===== src/hw/dilc_regs.svh =====
// Function
// RULE1: Sample word is unsigned binary, bit 0 least significant.
// RULE2: Capture the sample word into the master latch at each rising edge. Code loads it from the FIFO only on enabled edges with a word waiting.
// RULE3: Output takes the captured word only at the next falling edge.
// RULE4: Source should run the sample clock at even duty; others allowed.
// RULE5: Sleep request high selects standby; low selects normal conversion.
// RULE6: An undriven sleep request reads low, so the device converts.
// RULE7: Reference select low enables the on-chip bandgap and amplifier.
// RULE8: Reference select high disables on-chip reference; pin is an input.
// RULE9: Primary output is code over full scale; complement is the rest.
// RULE10: Between falling edges the output holds the last transferred word.
`ifndef DILC_REGS_SVH
`define DILC_REGS_SVH
`define DILC_DATA_WIDTH 12
`define DILC_FIFO_DEPTH 8
`define DILC_SLAVE_RESET 12'h000
`define DILC_FULL_SCALE 12'hFFF
`endif


===== src/hw/dilc_pkg.sv =====
`default_nettype none
package dilc_pkg;
	typedef enum logic [1:0] {
		DILC_REF_INTERNAL = 2'h1,
		DILC_REF_EXTERNAL = 2'h2
	} dilc_ref_mode_t;
endpackage : dilc_pkg
`default_nettype wire


===== src/hw/dilc_top.sv =====
`include "dilc_regs.svh"
`default_nettype none
// ****************************************************************
// Sample FIFO.
// ****************************************************************
module dilc_fifo #(
	parameter int WIDTH = `DILC_DATA_WIDTH,
	parameter int DEPTH = `DILC_FIFO_DEPTH
) (
	input wire logic clk_in,
	input wire logic rst_in,
	input wire logic ce_in,
	input wire logic [WIDTH-1:0] in_data_in,
	input wire logic in_valid_in,
	output logic in_ready_out,
	output logic [WIDTH-1:0] out_data_out,
	output logic out_valid_out,
	input wire logic out_ready_in
);
	localparam int AW = $clog2(DEPTH);
	logic [WIDTH-1:0] mem [DEPTH];
	logic [AW-1:0] wr_ptr;
	logic [AW-1:0] rd_ptr;
	logic [AW:0] count;
	wire push = ce_in && in_valid_in && (count != (AW+1)'(DEPTH));
	wire pop = ce_in && out_ready_in && (count != '0);
	if (DEPTH < 2 || (1 << AW) != DEPTH) begin : g_bad_depth
		$error("FIFO depth must be a power of two of at least 2.");
	end
	assign in_ready_out = (count != (AW+1)'(DEPTH));
	assign out_valid_out = (count != '0);
	assign out_data_out = mem[rd_ptr];
	always_ff @(posedge clk_in) begin
		if (push) begin
			mem[wr_ptr] <= in_data_in;
		end
	end
	always_ff @(posedge clk_in) begin
		if (rst_in) begin
			wr_ptr <= '0;
			rd_ptr <= '0;
			count <= '0;
		end else begin
			if (push) begin
				wr_ptr <= wr_ptr + 1'b1;
			end
			if (pop) begin
				rd_ptr <= rd_ptr + 1'b1;
			end
			count <= count + (AW+1)'(push) - (AW+1)'(pop);
		end
	end
endmodule : dilc_fifo

// ****************************************************************
// Input latch and reference/sleep control.
// ****************************************************************
module dilc_top #(
	parameter int WIDTH = `DILC_DATA_WIDTH,
	parameter int DEPTH = `DILC_FIFO_DEPTH
) (
	input wire logic ref_clk_in,
	input wire logic rst_in,
	input wire logic ce_in,
	input wire logic [WIDTH-1:0] sample_data_in,
	input wire logic sample_valid_in,
	output logic sample_ready_out,
	input wire logic sleep_request_in,
	input wire logic sleep_request_driven_in,
	input wire logic ref_select_in,
	output logic [WIDTH-1:0] code_out,
	output logic [WIDTH-1:0] code_comp_out,
	output logic standby_out,
	output logic bandgap_enable_out,
	output var dilc_pkg::dilc_ref_mode_t ref_mode_out,
	output logic reference_voltage_pin_is_input_out
);
	import dilc_pkg::*;
	logic [WIDTH-1:0] fifo_data;
	logic fifo_valid;
	logic fifo_ready;
	logic [WIDTH-1:0] master;
	if (WIDTH < 1 || WIDTH > `DILC_DATA_WIDTH) begin : g_bad_width
		$error("Data width not supported.");
	end
	dilc_fifo #(.WIDTH(WIDTH), .DEPTH(DEPTH)) u_fifo (
		.clk_in(ref_clk_in),
		.rst_in(rst_in),
		.ce_in(ce_in),
		.in_data_in(sample_data_in),
		.in_valid_in(sample_valid_in),
		.in_ready_out(fifo_ready),
		.out_data_out(fifo_data),
		.out_valid_out(fifo_valid),
		.out_ready_in(1'b1)
	);
	wire sleep_level = sleep_request_driven_in & sleep_request_in; // see RULE6
	wire take_sample = ce_in && fifo_valid;
	wire [WIDTH-1:0] full_scale = WIDTH'(`DILC_FULL_SCALE);
	wire [WIDTH-1:0] next_comp = full_scale - master; // see RULE9
	always_ff @(posedge ref_clk_in) begin
		if (rst_in) begin
			master <= WIDTH'(`DILC_SLAVE_RESET);
			sample_ready_out <= 1'b0;
		end else if (ce_in) begin
			sample_ready_out <= fifo_ready;
			if (take_sample) begin
				master <= fifo_data; // see RULE2 see RULE1
			end
		end
	end
	// Slave stage transfers on enabled falling edges and holds otherwise.
	always_ff @(negedge ref_clk_in) begin
		if (rst_in) begin
			code_out <= WIDTH'(`DILC_SLAVE_RESET);
			code_comp_out <= full_scale;
		end else if (ce_in) begin
			code_out <= master; // see RULE3 see RULE10
			code_comp_out <= next_comp; // see RULE9
		end
	end
	always_ff @(posedge ref_clk_in) begin
		if (rst_in) begin
			standby_out <= 1'b0;
			bandgap_enable_out <= 1'b1;
			ref_mode_out <= DILC_REF_INTERNAL;
			reference_voltage_pin_is_input_out <= 1'b0;
		end else if (ce_in) begin
			standby_out <= sleep_level; // see RULE5
			bandgap_enable_out <= !ref_select_in; // see RULE7
			ref_mode_out <= ref_select_in ? DILC_REF_EXTERNAL
				: DILC_REF_INTERNAL; // see RULE8
			reference_voltage_pin_is_input_out <= ref_select_in; // see RULE8
		end
	end
endmodule : dilc_top
`default_nettype wire


===== config.mk =====
export PLATFORM = sky130hd
export DESIGN_NAME = dilc_top
export DESIGN_NICKNAME = d
export VERILOG_FILES = /design/src/hw/dilc_pkg.sv /design/src/hw/dilc_top.sv
export VERILOG_INCLUDE_DIRS = /design/src /design/src/hw
export SDC_FILE = /design/constraint.sdc
export NUM_CORES = 1
export LEC_CHECK = 0
export BUFFER_PORTS_ARGS = -buffer_cell sky130_fd_sc_hd__buf_2
export CORE_UTILIZATION = 59
export CTS_CLUSTER_DIAMETER = 30
export DETAILED_ROUTE_END_ITERATION = 8
export PLACE_DENSITY_LB_ADDON = 0.3
export SETUP_SLACK_MARGIN = 0.05
export SYNTH_ARGS = -nofsm -noshare
export SYNTH_HDL_FRONTEND = slang
export SYNTH_HIERARCHICAL = 1
export SYNTH_SLANG_ARGS = --single-unit

===== constraint.sdc =====
create_clock -name ref_clk_in -period 3.6 [get_ports ref_clk_in]
set_input_delay 0.72 -clock ref_clk_in [delete_from_list [all_inputs] [get_ports ref_clk_in]]
set_output_delay 0.72 -clock ref_clk_in [all_outputs]
set_load 0.1 [all_outputs]

==> flow_metrics.py <==
metrics = {
    "status": {
        "status": "finished with violations",
        "violations": "negative setup slack",
    },
    "logic_synthesis": {
        "yosys_register_bits": 149,
        "ys.flop_type": "edfxtp_1",
        "synth_top_area_share_pct": 48.1,
        "synthTopCellsByArea": "edfxtp_1 48%, dfxtp_1 18%, mux4_1 8.8%",
        "ys_warn_count": 6,
        "synth.cell_area_um2": 5990,
        "yosysTopAreaCell": "edfxtp_1",
        "seq_area_frac_synth_pct": 65.8,
        "async_flop_share_pct": 0,
        "syn_inst": 382,
        "synth_area_per_cell_um2": 15.7,
        "synth_edf_count": 96,
        "synth.distinct_cells": 37,
    },
    "power_and_ir_drop": {
        "total_power_w": 0.00488,
        "p_leak_nw": 2.78,
        "powerDensity_nw_per_um2": 644,
        "irDropWorstVdd_uv": 382,
    },
    "finish": {
        "nets": 502,
        "final_common_cell": "edfxtp_1",
        "antenna_cells": 0,
        "fill_cells": 537,
        "layout_common_cells": "96 x edfxtp_1, 29 x dfxtp_1, 28 x inv_1",
        "fin_util_pct": 77.2,
        "final_cells": 621,
        "drive_above_1_share_pct": 33.2,
        "area_growth_pct": 26.6,
    },
    "floorplan": {
        "ios": 49,
        "core_um2": 9820,
        "rows": 36,
        "initial_utilization_pct": 61.0,
        "dieArea_um2": 10600,
        "die_h_um": 103,
        "die_w_um": 103,
    },
    "timing": {
        "holdWs_ns": 0.460,
        "maxSlewViolCount": 0,
        "finClkSkew_ns": 0.0282,
        "relSlewSlack_pct": 24.5,
        "tightestPinTransition_ns": 1.13,
        "rsz0062_at_grt": "yes",
        "hold_viol_final": 0,
        "worst_slack_ns": -0.00792,
        "setup-violations-final": 2,
    },
    "setup_path": {
        "critical_path.endpoint_type": "primary output",
        "cp.depth": 1,
        "critical_path.max_fanout": 2,
        "ff2ff_setup_slack_ns": 1.03,
        "path_class": "reg2out",
        "cp_num_buf_inv": 1,
        "critPathSlowestCell": "dfxtp_4",
        "slowest_delay_ns": 0.37,
        "startpoint_type": "flop",
        "crit_arrival_ns": 2.89,
        "reg2reg_depth": 2,
        "cpLargestDelayFamily": "flip-flops",
        "cp_cell_sequence": "buf_12",
        "critical_path_required_ns": 2.88,
    },
    "grt": {
        "grt_pass1_vias": 3636,
        "antenna_found_initial": 0,
        "gr-total-overflow": 0,
        "grt.met1_usage_pct": 31.0,
        "grt_max_degree": 33,
        "grt_util_met3_pct": 7.32,
        "grt_use_met2_pct": 48.5,
        "grt_pass1_wl_um": 19900,
        "grt_busiest_layer": "met2",
        "grt_usage_pct": 27.5,
    },
    "routing": {
        "drt_wl_total_um": 13500,
        "drt_iter0_markers": 215,
        "wl_per_cell_um": 21.7,
        "route.detailed.drc": 0,
        "vias": 3560,
        "dr.pass1.iters": 5,
        "antenna_left": 0,
        "via_per_inst": 5.73,
    },
    "place": {
        "dpl_worst_slack_ns": 0.116,
        "place.detailed.hpwl_um": 6720,
        "place_congestion": 0.693,
        "portBuffers": 48,
        "placedCellCount": 558,
    },
    "clocking": {
        "htree_levels": 4,
        "clock-sinks": 149,
        "clk_latency_ns": 0.53,
        "cts_buffers": 17,
        "cts_hold_buf": 0,
        "clk_path_buf_depth": 2,
        "clk_pin_slew_ns": 0.09,
        "cts_tree": "yes",
        "cts_root_buf": "clkbuf_8",
    },
    "run": {
        "max_cap_violations": 0,
    },
    "min_path": {
        "hold_path_class": "in2reg",
        "hold_depth": 1,
    },
}
## what timing repair did
item | 4_1_cts | 5_1_grt
setup endpoints to repair | 24 | 24
setup buffers | 3 | 5
pin swaps | 0 | 0
resized for setup | 120 | 6
## area by class of cell
type | instances | area (um2) | area share (%)
clock inverter | 31 | 181 | 2.39
multi-input combinational | 205 | 1880 | 24.7
timing repair buffer | 74 | 808 | 10.7
clock buffer | 25 | 549 | 7.24
tap | 133 | 166 | 2.19
inverter | 4 | 15.0 | 0.198
sequential | 149 | 3990 | 52.6
## synthesized netlist by cell type, types with 2 or more instances
cell type	n
or3_1	2
buf_2	7
a21oi_2	12
or2_0	2
a21oi_1	22
nor3_1	4
mux4_1	20
buf_6	6
xnor2_1	2
nand4_1	2
mux2_2	14
buf_4	4
ha_1	7
clkbuf_1	6
nor2_1	9
inv_1	5
nand2b_1	19
edfxtp_1	96
nor2b_1	4
or2_1	11
a21o_1	13
a21bo_1	12
mux4_2	4
dfxtp_1	53
mux2i_1	2
nand2_1	16
nand3_1	16
o21ai_0	3
## registers in the layout, indices dropped and copies added (netlist names), named ones only
name / cells
sample_ready_out: 1
u_fifo/mem: 96
u_fifo/count: 4
master: 12
ref_mode_out: 2
code_comp_out: 12
u_fifo/rd_ptr: 3
u_fifo/wr_ptr: 3
code_out: 12
standby_out: 1
## metrics by stage
stage                     instance area (um2)  TNS [ns]
after detailed placement                 6390         0
after floorplan                          5990         0
after CTS                                7530         0
final                                    7580   -0.0116
after global placement                   6390         0
after global routing                     7580   -0.0670
## cells by family (layout without fill, tap and decap cells)
logic type	after synthesis	after routing	synth area share, %
AOI/OAI and AO/OA	63	63	7.62
adders and majority gates	8	8	1.80
buffers and inverters	29	134	3.03
DFF	149	149	65.8
and+or+nand+nor	90	90	8.12
xor gates and xnor gates	2	2	0.292
muxes	40	40	13.2
other	1	2	0.0626
## power by group
| group | internal (W) | switching (W) |
|---|---|---|
| sequential | 0.00193 | 0.0000853 |
| combinational | 0.000329 | 0.000543 |
| clock | 0.00123 | 0.000768 |
## metal layers
metal / part of all wire [%] / vias to the layer above
met5: 0 / -
met4: 2.7 / 0
met3: 6.6 / 26
met2: 55 / 144
met1: 36 / 1758
li1: - / 1632
## final timing paths
check                          from                to
setup reg to reg          master[0]  code_comp_out[0]
hold / removal    sample_data_in[9]  u_fifo/mem[7][9]
hold reg to reg         standby_out       standby_out
setup / recovery       code_out[11]      code_out[11]
(Power assumes the default switching activity.)
